## src/cff_pkg.sv

```systemverilog
// Constants, field layout and carrier types of the comm/fuse fault status
// bank. Assumes one 100 MHz core clock and an AXI4-Lite register port.
//
// What this block does
// A heartbeat that fails to arrive within the longest interval sets bit 1.
// A heartbeat that comes sooner than the shortest interval sets bit 0.
// The direction bit picks the low side port at 0, high side port at 1.
// A fault tone seen too soon after the last heartbeat also sets bit 0.
// Bit 2 marks a fault tone, bit 3 a stack fault report; bits 7-4 read 0.
// An uncorrectable double bit error during fuse load sets fuse bit 6.
// A corrected single bit error during fuse load sets fuse bit 5.
// A check mismatch over the user fuse space sets fuse bit 4.
// A check mismatch over the maker fuse space sets fuse bit 3.
// Any of four user page faults found at load sets fuse bit 2.
// The same four page faults on the maker pages set fuse bit 1.
// The fuse data clear leaves both load error bits alone.
// An overvoltage on any fuse page sets fuse bit 0.
// Bit 0 clears only by reset; a new page program re-evaluates it.
// The host distrusts data while a load or overvoltage bit is set.
// The summary bit is 1 when an unmasked fuse fault is set, else 0.
package cff_pkg;

  localparam int ADDR_W = 16;
  localparam int DATA_W = 32;
  localparam int IDX_W = 12;

  // Register indices; the byte address is four times the index
  localparam logic [IDX_W-1:0] IDX_COMM_HB = 12'h532;
  localparam logic [IDX_W-1:0] IDX_FUSE_LOAD = 12'h535;
  localparam logic [IDX_W-1:0] IDX_CTRL = 12'h540;
  localparam logic [IDX_W-1:0] IDX_COMM_CLR = 12'h541;
  localparam logic [IDX_W-1:0] IDX_FUSE_CLR = 12'h542;
  localparam logic [IDX_W-1:0] IDX_SUMMARY = 12'h543;
  localparam logic [IDX_W-1:0] IDX_IRQ_STAT = 12'h544;
  localparam logic [IDX_W-1:0] IDX_IRQ_EN = 12'h545;
  localparam logic [IDX_W-1:0] IDX_IRQ_CLR = 12'h546;

  // Heartbeat register fields
  localparam int HB_QUICK_BIT = 0;
  localparam int HB_MISS_BIT = 1;
  localparam int TONE_BIT = 2;
  localparam int STACK_BIT = 3;
  localparam int COMM_W = 4;

  // Fuse register fields
  localparam int PAGE_OV_BIT = 0;
  localparam int MAKER_LD_BIT = 1;
  localparam int USER_LD_BIT = 2;
  localparam int MAKER_CRC_BIT = 3;
  localparam int USER_CRC_BIT = 4;
  localparam int SINGLE_BIT = 5;
  localparam int DOUBLE_BIT = 6;
  localparam int FUSE_W = 7;

  // Control register fields
  localparam int DIR_SEL_BIT = 0;
  localparam int FUSE_MASK_BIT = 1;
  localparam int FUSE_CLR_BIT = 0;

  // Interrupt layout: the four comm events, then any fuse fault event other than the two page load faults
  localparam int IRQ_FUSE_BIT = 4;
  localparam int IRQ_W = 5;

  localparam logic [7:0] REG_RESET = 8'h00;
  localparam logic [1:0] RESP_OKAY = 2'h0;
  localparam logic [1:0] RESP_SLVERR = 2'h2;

  // Heartbeat interval window, times in microseconds
  localparam int CLK_MHZ = 100;
  localparam int HB_MIN_US = 100;
  localparam int HB_MAX_US = 400;
  // Least time rounds up, longest time rounds down
  localparam int HB_MIN_CYC_DEF = (HB_MIN_US * CLK_MHZ * 1000 + 999) / 1000;
  localparam int HB_MAX_CYC_DEF = (HB_MAX_US * CLK_MHZ * 1000) / 1000;
  localparam int HB_CNT_W = 32;

  // Link events, one-cycle pulses
  typedef struct packed {
    logic hb_low;
    logic hb_high;
    logic tone_low;
    logic tone_high;
    logic stack_report;
  } cff_link_ev_t;

  // Page conditions of one fuse space, levels valid with the load strobe
  typedef struct packed {
    logic none_programmed;
    logic page_format_error;
    logic attempted_not_ok;
    logic page_load_error;
  } cff_page_cond_t;

  // Fuse load engine events
  typedef struct packed {
    logic load_done;
    logic double_err;
    logic single_err;
    logic user_crc_err;
    logic maker_crc_err;
    logic page_ov;
    logic reprogram_done;
    logic page_ov_present;
  } cff_fuse_ev_t;

  typedef enum logic [2:0] {
    WR_IDLE = 3'b001,
    WR_HAVE = 3'b010,
    WR_RESP = 3'b100
  } cff_wr_state_t;

endpackage

```

## src/cff_fault_regs.sv

```systemverilog
// Comm heartbeat and fuse load fault status bank behind AXI4-Lite.
// Assumes link and fuse events are single-cycle pulses synchronous to aclk.
//
// Decided for this implementation: the AXI4-Lite slave port.
`timescale 1ns/1ns
`default_nettype none

module cff_fault_regs
#(
  parameter int HB_MIN_CYC = cff_pkg::HB_MIN_CYC_DEF,
  parameter int HB_MAX_CYC = cff_pkg::HB_MAX_CYC_DEF
)
(
  input wire logic aclk,
  input wire logic aresetn,
  input wire logic [cff_pkg::ADDR_W-1:0] s_axi_awaddr,
  input wire logic [2:0] s_axi_awprot,
  input wire logic s_axi_awvalid,
  output logic s_axi_awready,
  input wire logic [cff_pkg::DATA_W-1:0] s_axi_wdata,
  input wire logic [3:0] s_axi_wstrb,
  input wire logic s_axi_wvalid,
  output logic s_axi_wready,
  output logic [1:0] s_axi_bresp,
  output logic s_axi_bvalid,
  input wire logic s_axi_bready,
  input wire logic [cff_pkg::ADDR_W-1:0] s_axi_araddr,
  input wire logic [2:0] s_axi_arprot,
  input wire logic s_axi_arvalid,
  output logic s_axi_arready,
  output logic [cff_pkg::DATA_W-1:0] s_axi_rdata,
  output logic [1:0] s_axi_rresp,
  output logic s_axi_rvalid,
  input wire logic s_axi_rready,
  input wire cff_pkg::cff_link_ev_t link_ev,
  input wire cff_pkg::cff_fuse_ev_t fuse_ev,
  input wire cff_pkg::cff_page_cond_t user_page,
  input wire cff_pkg::cff_page_cond_t maker_page,
  input wire logic hardware_reset_cmd,
  output logic fuse_fault_summary,
  output logic irq
);
  import cff_pkg::*;

  // Byte address of a register index
  function automatic logic [ADDR_W-1:0] reg_addr(logic [IDX_W-1:0] idx);
    reg_addr = {{(ADDR_W-IDX_W-2){1'b0}}, idx, 2'b00};
  endfunction

  // Status state
  logic [COMM_W-1:0] comm_q;
  logic [FUSE_W-1:0] fuse_q;
  logic [3:0] ecc_crc_q;
  logic user_ld_q, maker_ld_q, page_ov_q;
  logic dir_sel_q, fuse_mask_q, hb_armed_q;
  logic [IRQ_W-1:0] irq_stat_q, irq_en_q;
  logic [HB_CNT_W-1:0] hb_cnt_q;

  // Bus state
  cff_wr_state_t wr_state_q;
  logic aw_have_q, w_have_q, rvalid_q;
  logic [ADDR_W-1:0] awaddr_q;
  logic [DATA_W-1:0] wdata_q, rdata_q;
  logic [3:0] wstrb_q;
  logic [1:0] bresp_q, rresp_q;

  // Write strobes decoded from the held write
  logic wr_fire, wr_lane0, wr_ctrl, wr_irq_en, fuse_data_clr, wr_hit;
  logic [COMM_W-1:0] comm_clr;
  logic [IRQ_W-1:0] irq_clr;

  // Heartbeat supervision signals
  logic sel_hb, sel_tone, hb_early, hb_quick_ev, hb_miss_ev, fault_wipe;
  logic [COMM_W-1:0] comm_set;
  logic [FUSE_W-1:0] fuse_set;

  // Device reset and the hardware reset command both wipe the fault bits
  assign fault_wipe = !aresetn || hardware_reset_cmd;

  // ---------------- AXI4-Lite write channel ----------------
  // Address and data may come in either order; both are held until the
  // response is taken, so only one write is ever in flight.
  assign s_axi_awready = (wr_state_q != WR_RESP) && !aw_have_q;
  assign s_axi_wready = (wr_state_q != WR_RESP) && !w_have_q;
  assign s_axi_bvalid = (wr_state_q == WR_RESP);
  assign s_axi_bresp = bresp_q;
  assign wr_fire = (wr_state_q == WR_HAVE);
  assign wr_lane0 = wr_fire && wstrb_q[0];

  // Capture address and data as their handshakes complete
  always_ff @(posedge aclk)
  begin
    if (!aresetn)
    begin
      aw_have_q <= 1'b0;
      w_have_q <= 1'b0;
      awaddr_q <= '0;
      wdata_q <= '0;
      wstrb_q <= '0;
    end
    else if (wr_fire)
    begin
      aw_have_q <= 1'b0;
      w_have_q <= 1'b0;
    end
    else
    begin
      if (s_axi_awvalid && s_axi_awready)
      begin
        aw_have_q <= 1'b1;
        awaddr_q <= s_axi_awaddr;
      end
      if (s_axi_wvalid && s_axi_wready)
      begin
        w_have_q <= 1'b1;
        wdata_q <= s_axi_wdata;
        wstrb_q <= s_axi_wstrb;
      end
    end
  end

  // Write sequencing: gather, perform for one cycle, respond
  always_ff @(posedge aclk)
  begin
    if (!aresetn)
    begin
      wr_state_q <= WR_IDLE;
      bresp_q <= RESP_OKAY;
    end
    else
    begin
      case (wr_state_q)
        WR_IDLE:
          if (aw_have_q && w_have_q)
            wr_state_q <= WR_HAVE;
        WR_HAVE:
        begin
          bresp_q <= wr_hit ? RESP_OKAY : RESP_SLVERR;
          wr_state_q <= WR_RESP;
        end
        WR_RESP:
          if (s_axi_bready)
            wr_state_q <= WR_IDLE;
        default:
          wr_state_q <= WR_IDLE;
      endcase
    end
  end

  // Write decode; status registers are read only and answer with an error
  always_comb
  begin
    wr_hit = 1'b1;
    wr_ctrl = 1'b0;
    wr_irq_en = 1'b0;
    comm_clr = '0;
    fuse_data_clr = 1'b0;
    irq_clr = '0;
    if (awaddr_q == reg_addr(IDX_CTRL))
      wr_ctrl = wr_lane0;
    else if (awaddr_q == reg_addr(IDX_COMM_CLR))
      comm_clr = wr_lane0 ? wdata_q[COMM_W-1:0] : '0;
    else if (awaddr_q == reg_addr(IDX_FUSE_CLR))
      fuse_data_clr = wr_lane0 && wdata_q[FUSE_CLR_BIT];
    else if (awaddr_q == reg_addr(IDX_IRQ_EN))
      wr_irq_en = wr_lane0;
    else if (awaddr_q == reg_addr(IDX_IRQ_CLR))
      irq_clr = wr_lane0 ? wdata_q[IRQ_W-1:0] : '0;
    else
      wr_hit = 1'b0;
  end

  // Software control bits
  always_ff @(posedge aclk)
  begin
    if (!aresetn)
    begin
      dir_sel_q <= 1'b0;
      fuse_mask_q <= 1'b0;
      irq_en_q <= '0;
    end
    else
    begin
      if (wr_ctrl)
      begin
        dir_sel_q <= wdata_q[DIR_SEL_BIT];
        fuse_mask_q <= wdata_q[FUSE_MASK_BIT];
      end
      if (wr_irq_en)
        irq_en_q <= wdata_q[IRQ_W-1:0];
    end
  end

  // ---------------- AXI4-Lite read channel ----------------
  assign s_axi_arready = !rvalid_q;
  assign s_axi_rvalid = rvalid_q;
  assign s_axi_rdata = rdata_q;
  assign s_axi_rresp = rresp_q;

  // Read data registered one cycle after the address handshake
  always_ff @(posedge aclk)
  begin
    if (!aresetn)
    begin
      rvalid_q <= 1'b0;
      rdata_q <= '0;
      rresp_q <= RESP_OKAY;
    end
    else if (s_axi_arvalid && !rvalid_q)
    begin
      rvalid_q <= 1'b1;
      rresp_q <= RESP_OKAY;
      rdata_q <= '0;
      if (s_axi_araddr == reg_addr(IDX_COMM_HB))
        rdata_q[COMM_W-1:0] <= comm_q;
      else if (s_axi_araddr == reg_addr(IDX_FUSE_LOAD))
        rdata_q[FUSE_W-1:0] <= fuse_q;
      else if (s_axi_araddr == reg_addr(IDX_CTRL))
        rdata_q[FUSE_MASK_BIT:DIR_SEL_BIT] <= {fuse_mask_q, dir_sel_q};
      else if (s_axi_araddr == reg_addr(IDX_SUMMARY))
        rdata_q[0] <= fuse_fault_summary;
      else if (s_axi_araddr == reg_addr(IDX_IRQ_STAT))
        rdata_q[IRQ_W-1:0] <= irq_stat_q;
      else if (s_axi_araddr == reg_addr(IDX_IRQ_EN))
        rdata_q[IRQ_W-1:0] <= irq_en_q;
      else if (s_axi_araddr != reg_addr(IDX_COMM_CLR) &&
               s_axi_araddr != reg_addr(IDX_FUSE_CLR) &&
               s_axi_araddr != reg_addr(IDX_IRQ_CLR))
        rresp_q <= RESP_SLVERR;
    end
    else if (rvalid_q && s_axi_rready)
      rvalid_q <= 1'b0;
  end

  // ---------------- Heartbeat supervision ----------------
  // Only the side picked by the direction bit is watched
  assign sel_hb = dir_sel_q ? link_ev.hb_high : link_ev.hb_low;
  assign sel_tone = dir_sel_q ? link_ev.tone_high : link_ev.tone_low;
  assign hb_early = hb_cnt_q < HB_CNT_W'(HB_MIN_CYC);
  // A tone close behind a heartbeat looks like a fast heartbeat
  assign hb_quick_ev = hb_armed_q && hb_early && (sel_hb || sel_tone);
  assign hb_miss_ev = hb_armed_q && !sel_hb &&
                      (hb_cnt_q == HB_CNT_W'(HB_MAX_CYC - 1));

  // Interval counter; it saturates at the limit so a miss reports once.
  // Switching sides disarms until the new side delivers a heartbeat.
  always_ff @(posedge aclk)
  begin
    if (fault_wipe)
    begin
      hb_cnt_q <= '0;
      hb_armed_q <= 1'b0;
    end
    else if (wr_ctrl && (wdata_q[DIR_SEL_BIT] != dir_sel_q))
    begin
      hb_cnt_q <= '0;
      hb_armed_q <= 1'b0;
    end
    else if (sel_hb)
    begin
      hb_cnt_q <= '0;
      hb_armed_q <= 1'b1;
    end
    else if (hb_cnt_q < HB_CNT_W'(HB_MAX_CYC))
      hb_cnt_q <= hb_cnt_q + HB_CNT_W'(1);
  end

  // Comm fault flags; a new event beats a clear in the same cycle
  always_comb
  begin
    comm_set = '0;
    comm_set[HB_QUICK_BIT] = hb_quick_ev;
    comm_set[HB_MISS_BIT] = hb_miss_ev;
    comm_set[TONE_BIT] = sel_tone;
    comm_set[STACK_BIT] = link_ev.stack_report;
  end

  always_ff @(posedge aclk)
  begin
    if (fault_wipe)
      comm_q <= REG_RESET[COMM_W-1:0];
    else
      comm_q <= (comm_q & ~comm_clr) | comm_set;
  end

  // ---------------- Fuse load faults ----------------
  always_comb
  begin
    fuse_set = '0;
    fuse_set[DOUBLE_BIT] = fuse_ev.double_err;
    fuse_set[SINGLE_BIT] = fuse_ev.single_err;
    fuse_set[USER_CRC_BIT] = fuse_ev.user_crc_err;
    fuse_set[MAKER_CRC_BIT] = fuse_ev.maker_crc_err;
    fuse_set[PAGE_OV_BIT] = fuse_ev.page_ov;
  end

  // Bits 6-3 follow events and the fuse data clear
  always_ff @(posedge aclk)
  begin
    if (fault_wipe)
      ecc_crc_q <= REG_RESET[3:0];
    else
      ecc_crc_q <= (ecc_crc_q & {4{!fuse_data_clr}}) |
        fuse_set[DOUBLE_BIT:MAKER_CRC_BIT];
  end

  // Field order matches the fuse bit constants, bit 6 down to bit 0
  assign fuse_q = {ecc_crc_q, user_ld_q, maker_ld_q, page_ov_q};

  // Load error bits are judged once per load; the data clear is not
  // looked at here, so only a new load or a reset changes them.
  always_ff @(posedge aclk)
  begin
    if (fault_wipe)
    begin
      user_ld_q <= 1'b0;
      maker_ld_q <= 1'b0;
    end
    else if (fuse_ev.load_done)
    begin
      user_ld_q <= |user_page;
      maker_ld_q <= |maker_page;
    end
  end

  // Page overvoltage: sticky until reset, re-judged after a new program
  always_ff @(posedge aclk)
  begin
    if (fault_wipe)
      page_ov_q <= 1'b0;
    else if (fuse_ev.page_ov)
      page_ov_q <= 1'b1;
    else if (fuse_ev.reprogram_done)
      page_ov_q <= fuse_ev.page_ov_present;
  end

  // Summary is held in a flop so the output is glitch free
  always_ff @(posedge aclk)
  begin
    if (!aresetn)
      fuse_fault_summary <= 1'b0;
    else
      fuse_fault_summary <= !fuse_mask_q && (|fuse_q);
  end

  // ---------------- Interrupts ----------------
  // Sticky on events; a set in the clear cycle survives
  always_ff @(posedge aclk)
  begin
    if (!aresetn)
      irq_stat_q <= '0;
    else
      irq_stat_q <= (irq_stat_q & ~irq_clr) |
                    {|fuse_set, comm_set};
  end

  always_ff @(posedge aclk)
  begin
    if (!aresetn)
      irq <= 1'b0;
    else
      irq <= |(irq_stat_q & irq_en_q);
  end

endmodule

`default_nettype wire

```

## config.mk

```make
export PLATFORM = sky130hd
export DESIGN_NAME = cff_fault_regs
export DESIGN_NICKNAME = d
export VERILOG_FILES = /design/src/cff_pkg.sv /design/src/cff_fault_regs.sv
export SDC_FILE = /design/constraint.sdc
export NUM_CORES = 1
export LEC_CHECK = 0
export ABC_CLOCK_PERIOD_IN_PS = 3100
export BUFFER_PORTS_ARGS = -buffer_cell sky130_fd_sc_hd__buf_4
export CORE_MARGIN = 5
export CORE_UTILIZATION = 25
export CTS_BUF_LIST = sky130_fd_sc_hd__clkbuf_8
export DETAILED_ROUTE_END_ITERATION = 8
export GPL_TIMING_DRIVEN = 0
export PLACE_DENSITY = 0.5
export SKIP_LAST_GASP = 1
export SLEW_MARGIN = 20
export SYNTH_ARGS = -nofsm -noshare
export SYNTH_HDL_FRONTEND = slang
export SYNTH_SLANG_ARGS = --single-unit
```

## constraint.sdc

```tcl
create_clock -name aclk -period 3.1 [get_ports aclk]
set_input_delay 0.62 -clock aclk [delete_from_list [all_inputs] [get_ports aclk]]
set_output_delay 0.62 -clock aclk [all_outputs]
set_load 0.05 [all_outputs]
```

==> results.cfg, run 1 <==
[run_status]
status = completed

[routing]
routed_wl_um = 11700
drc = 0
ant_nets = 0
drtIter0Drc = 262
first_pass_iters = 4
num_vias = 3814
wire_per_inst_um = 14.1
viasPerCell = 4.58

[clocking]
clock-sinks = 95
cts_made_buffers = 9
cts_hold_buffers = 0
cts_buffer_depth = 2
cts_setup_buffers = 0
ctsRootBufferMaster = clkbuf_8
clk_latency_ps = 370
cts_tree = built
path_clk_slew_ps = 100
cts_resized = 0
htree_num_levels = 3

[timing]
final-max-slew-violation-count = 0
fmax_ghz = 0.436
fin_skew_ps = 13.3
period_minus_slack_ps = 2290
maxSlewHeadroom = 0.531
fin_tns_setup_ps = 0
finalHoldViolCount = 0
setup_viol = 0
worst_slew_pin_slew_ps = 702
fin_crit_sh = 0.740
grt_setup_unrepaired = false

[setup_path]
cp.arrival_ps = 2600
path_buf_inv = 2
end_kind = flip-flop
crit_chain = clkbuf_1, mux2_2, nor3_1, clkbuf_1, and2_1
required_ps = 3410
crit_top_cell = clkbuf_1
worstSetupPathType = reg -> reg
critical_path.top_delay_family = simple AND/OR/NAND/NOR gates
cp_slowest_stage_delay_ps = 570
cp-start-kind = flip-flop
worst-path-max-fanout = 10
r2r_slack_ps = 810
cp_slowest_cell = nor3_1

[power_and_ir_drop]
p_clk_frac = 0.330
p_int_uw = 1770
power.total_uw = 2450
pwr-share-comb = 0.144
netSwitchingPower_uw = 681
ir_worst_vdd_mv = 0.147
powerDensity_nw_per_um2 = 446
p_sw_frac = 0.278
p_seq_frac = 0.526
p_leak_uw = 0.00231

[synth]
ys_types = 53
ys_warn_count = 0
synthFlopType = dfxtp_1
synth.top_cell.area_share = 0.442
ys_top_cells_by_count = dfxtp_1 (95), nor2_1 (59), mux2i_1 (36)
synth.most_common_cell = dfxtp_1
ys_seq_area_frac = 0.442
synth_edf_count = 0
syn-instance-count = 484
netlist_area_sq_um = 4310
ys_seq_elements = 95
async_flop_share = 0
syn-mean-instance-area_sq_um = 8.90
yosysTopAreaCell = dfxtp_1
synth_area_leaders = dfxtp_1 (44%), mux2i_1 (8.4%), nor2_1 (5.1%)

[global_routing]
grt_max_degree = 16
gr-usage-all-layers = 0.116
antenna_found_initial = 0
grt_pass1_wl_um = 18700
grt_pass1_vias = 3799
top_usage_layer = met2
overflow = 0
use_met3 = 0.0249
grt_use_met2 = 0.204
use_met1 = 0.142

[die]
io_pins = 146
start_util = 0.252
row_count = 48
die_area_sq_um = 20000
die_width_um = 141
fp.dieH_um = 141
coreArea_sq_um = 17100

[layout]
finalInstanceArea_sq_um = 5490
regArea_sq_um = 1900
drive_above_1_share = 0.231
synthToLayoutAreaGrowth_pct = 27.4
utilization = 0.321
fin_nets = 707
final.fill_count = 1810
multi_input_area_sq_um = 2170
antenna_cells = 0

[place]
placed_cell_area_sq_um = 5300
place_congestion = 0.824
place_hpwl_um = 9290
port_buffers = 82

[job]
max_cap_viol_count = 0

[hold_path]
hp-class = in -> reg
==> layout make-up <==
type | instances | area share
multi-input combinational | 357 | 0.396
sequential | 95 | 0.347
timing repair buffer | 82 | 0.112
tap | 225 | 0.0513
buffer | 45 | 0.0509
clock buffer | 9 | 0.0226
clock inverter | 6 | 0.0112
inverter | 13 | 0.00889
==> final timing paths <==
| check | cells after the start | startpoint | endpoint |
|---|---|---|---|
| worst min-delay path | 2 | s_axi_rready | s_axi_rvalid |
| worst max register to register | 5 | dir_sel_q | hb_cnt_q[24] |
| worst max-delay path | 5 | dir_sel_q | hb_cnt_q[24] |
| worst min register to register | 1 | hb_cnt_q[23] | hb_cnt_q[23] |
==> sequential cells by signal (all words and copies together), names as in the netlist, 3 cells and up <==
| signal | count |
|---|---|
| irq_stat_q | 5 |
| wr_state_q | 3 |
| wdata_q | 5 |
| irq_en_q | 5 |
| awaddr_q | 16 |
| hb_cnt_q | 32 |
| comm_q | 4 |
| ecc_crc_q | 4 |
| s_axi_rdata | 7 |
==> worst register-to-register path, stage by stage, from the launching register on <==
cell,delay (ps)
dfxtp_1,320
clkbuf_1,390
mux2_2,440
nor3_1,570
clkbuf_1,340
and2_1,180
==> routing by layer <==
metal / wire (um) / share of wire
met1: 5130 / 0.44
met2: 5830 / 0.50
met3: 631 / 0.054
met4: 154 / 0.013
met5: 0 / 0
==> placed cells by master, fill, tap and decap left out, drive strengths merged, types with 4 or more instances in the layout <==
master | synthesis | layout
and3 | 5 | 5
inv | 12 | 13
clkinv | 1 | 4
nor4b | 5 | 5
o31ai | 6 | 6
nor4 | 14 | 14
nand2 | 20 | 20
buf | 33 | 115
nor3 | 6 | 6
xnor2 | 4 | 4
dfxtp | 95 | 95
clkbuf | 12 | 21
nor3b | 6 | 6
and2 | 19 | 19
or4 | 4 | 4
a2111oi | 4 | 4
a31oi | 7 | 7
or3 | 6 | 6
nor2 | 59 | 59
o21a | 4 | 4
o21ai | 25 | 25
nand4 | 6 | 6
conb | 1 | 27
a21oi | 33 | 33
mux2i | 36 | 36
nand3 | 18 | 18
nand2b | 4 | 4
a211oi | 5 | 5
==> logic make-up (layout without fill, tap and decap cells) <==
logic type / Yosys count / after routing / share of synthesized area
flip-flops: 95 / 95 / 0.442
other: 1 / 27 / 0.000871
adder cells (fa/ha/maj): 1 / 1 / 0.00290
AND/OR/NAND/NOR: 186 / 186 / 0.234
multiplexers: 38 / 38 / 0.0889
buffers and inverters: 58 / 155 / 0.0761
AO/OA/AOI/OAI: 99 / 99 / 0.144
XOR/XNOR: 6 / 6 / 0.0122
==> per-stage QoR <==
stage | hold slack [ps] | setup WS, ps | cells
floorplan | 422 | 812 | 510
global placement | 443 | 806 | 817
detailed placement | 446 | 750 | 817
CTS | 412 | 789 | 832
global route | 410 | 546 | 832
finish | 421 | 807 | 832
==> power by group through the flow <==
stage	clock network (uW)	registers, uW	logic [uW]
2_1_floorplan	0	1320	224
3_3_place_gp	0	1310	351
3_5_place_dp	0	1320	355
4_1_cts	835	1290	355
5_1_grt	876	1290	385
6_report	807	1290	353
Power figures use the tool's default switching activity.
==> inputs of run 2 (changes only) <==
--- a/config.mk
+++ b/config.mk
@@ -5,14 +5,14 @@
 export SDC_FILE = /design/constraint.sdc
 export NUM_CORES = 1
 export LEC_CHECK = 0
-export ABC_CLOCK_PERIOD_IN_PS = 3100
+export ABC_CLOCK_PERIOD_IN_PS = 2000
 export BUFFER_PORTS_ARGS = -buffer_cell sky130_fd_sc_hd__buf_4
 export CORE_MARGIN = 5
 export CORE_UTILIZATION = 25
 export CTS_BUF_LIST = sky130_fd_sc_hd__clkbuf_8
 export DETAILED_ROUTE_END_ITERATION = 8
 export GPL_TIMING_DRIVEN = 0
-export PLACE_DENSITY = 0.5
+export PLACE_DENSITY = 0.51
 export SKIP_LAST_GASP = 1
 export SLEW_MARGIN = 20
 export SYNTH_ARGS = -nofsm -noshare
==> constraint.sdc (replaced) <==
create_clock -name aclk -period 2 [get_ports aclk]
set_input_delay 0.4 -clock aclk [delete_from_list [all_inputs] [get_ports aclk]]
set_output_delay 0.4 -clock aclk [all_outputs]
set_load 0.05 [all_outputs]
==> results.cfg, run 2 (synthesized netlist as in run 1, its figures left out) <==
[global_routing]
antenna_found_initial = 0
grt_pass1_wl_um = 18300
grt_max_degree = 15
gr-usage-all-layers = 0.113
overflow = 0
grt_pass1_vias = 3688

[clocking]
path_clk_slew_ps = 90
clock-sinks = 95
cts_buffer_depth = 2
htree_num_levels = 3
cts_made_buffers = 9
cts_tree = built
ctsRootBufferMaster = clkbuf_8
clk_latency_ps = 370
cts_hold_buffers = 0

[routing]
drc = 0
first_pass_iters = 4
wire_per_inst_um = 14.1
viasPerCell = 4.61
routed_wl_um = 11700
ant_nets = 0
num_vias = 3838
drtIter0Drc = 296

[die]
die_area_sq_um = 20000
io_pins = 146
row_count = 48
coreArea_sq_um = 17100
die_width_um = 141
fp.dieH_um = 141
start_util = 0.252

[timing]
period_minus_slack_ps = 1920
fin_skew_ps = 10.9
final-max-slew-violation-count = 0
fmax_ghz = 0.521
maxSlewHeadroom = 0.515
fin_crit_sh = 0.960
setup_viol = 0
fin_worst_hold_slack_ps = 208
finalHoldViolCount = 0
worst_slew_pin_slew_ps = 726
grt_setup_unrepaired = true

[setup_path]
cp_slowest_stage_delay_ps = 580
crit_chain = mux2_2, or3_1, buf_2, buf_6, a21oi_1
cp.arrival_ps = 2220
critical_path.top_delay_family = flip-flops
cp-start-kind = flip-flop
worst-path-max-fanout = 10
worstSetupPathType = reg -> reg
end_kind = flip-flop
cp_slowest_cell = dfxtp_1
required_ps = 2300
path_buf_inv = 2

[place]
place_hpwl_um = 9120
place_congestion = 0.865
port_buffers = 82

[layout]
antenna_cells = 0
top_register = hb_cnt_q
largest_reg_flops = 32
utilization = 0.327
synthToLayoutAreaGrowth_pct = 29.9
final_cell_mix = buf_4 (112), dfxtp_1 (93), nor2_1 (58), mux2i_1 (36), a21oi_1 (33)
fin_nets = 707
mostFrequentLayoutCell = buf_4
drive_above_1_share = 0.255

[power_and_ir_drop]
powerDensity_nw_per_um2 = 666
power.total_uw = 3730
p_leak_uw = 0.00234
ir_worst_vdd_mv = 0.313

[run_status]
status = completed

[job]
max_cap_viol_count = 0

[hold_path]
hp-class = in -> reg
run 2: cell count changes in the layout (fill, tap and decap cells not counted), sizes merged:
cell,change
buf,+2
bufinv,-1
clkinv,-1
inv,+1
run 2: layout make-up:
| cell class | count | area (sq um) |
|---|---|---|
| inverter | 13 | 48.8 |
| multi-input combinational | 357 | 2270 |
| buffer | 43 | 278 |
| clock inverter | 5 | 25.0 |
| clock buffer | 11 | 151 |
| tap | 225 | 282 |
| sequential | 95 | 1900 |
| fill | 1794 | 11500 |
| timing repair buffer | 84 | 631 |
run 2: per-layer routing:
layer  wire, um  up-vias  part of all wire  global-route usage
met5          0        -                 0                   0
met4        310        0             0.026              0.0464
met1       5070     1768              0.43               0.145
met2       5650      123              0.48               0.186
li1           -     1923                 -                   -
met3        682       24             0.058              0.0246
run 2: worst paths after layout:
check / start / endpoint / slack [ps] / cells after the start
worst min register to register: hb_cnt_q[19] / hb_cnt_q[19] / 470 / 1
worst max-delay path: dir_sel_q / hb_cnt_q[9] / 80 / 5
worst min-delay path: s_axi_rready / s_axi_rvalid / 210 / 2
worst max register to register: dir_sel_q / hb_cnt_q[9] / 80 / 5
run 2: per-stage QoR:
stage          setup WS (ps)  std cells  setup TNS (ps)  cell area, sq um
2_1_floorplan           87.7        510               0              4410
3_3_place_gp            -228        817           -3330              5300
3_5_place_dp            -326        817           -4550              5300
4_1_cts                 1.35        833               0              5510
5_1_grt                -54.0        833           -58.9              5590
6_report                80.2        833               0              5590
run 2: timing repair:
| action | CTS | global route |
|---|---|---|
| cloned | 0 | 0 |
| setup buffers | 1 | 1 |
| resized for setup | 4 | 18 |
| pin swaps | 2 | 4 |
| endpoints found under the setup margin | 28 | 39 |
run 2: power breakdown:
part	internal [uW]	switching (uW)	total, uW
Clock	508	666	1170
Combinational	229	326	556
Sequential	1940	51.2	2000
Total	2680	1040	3730
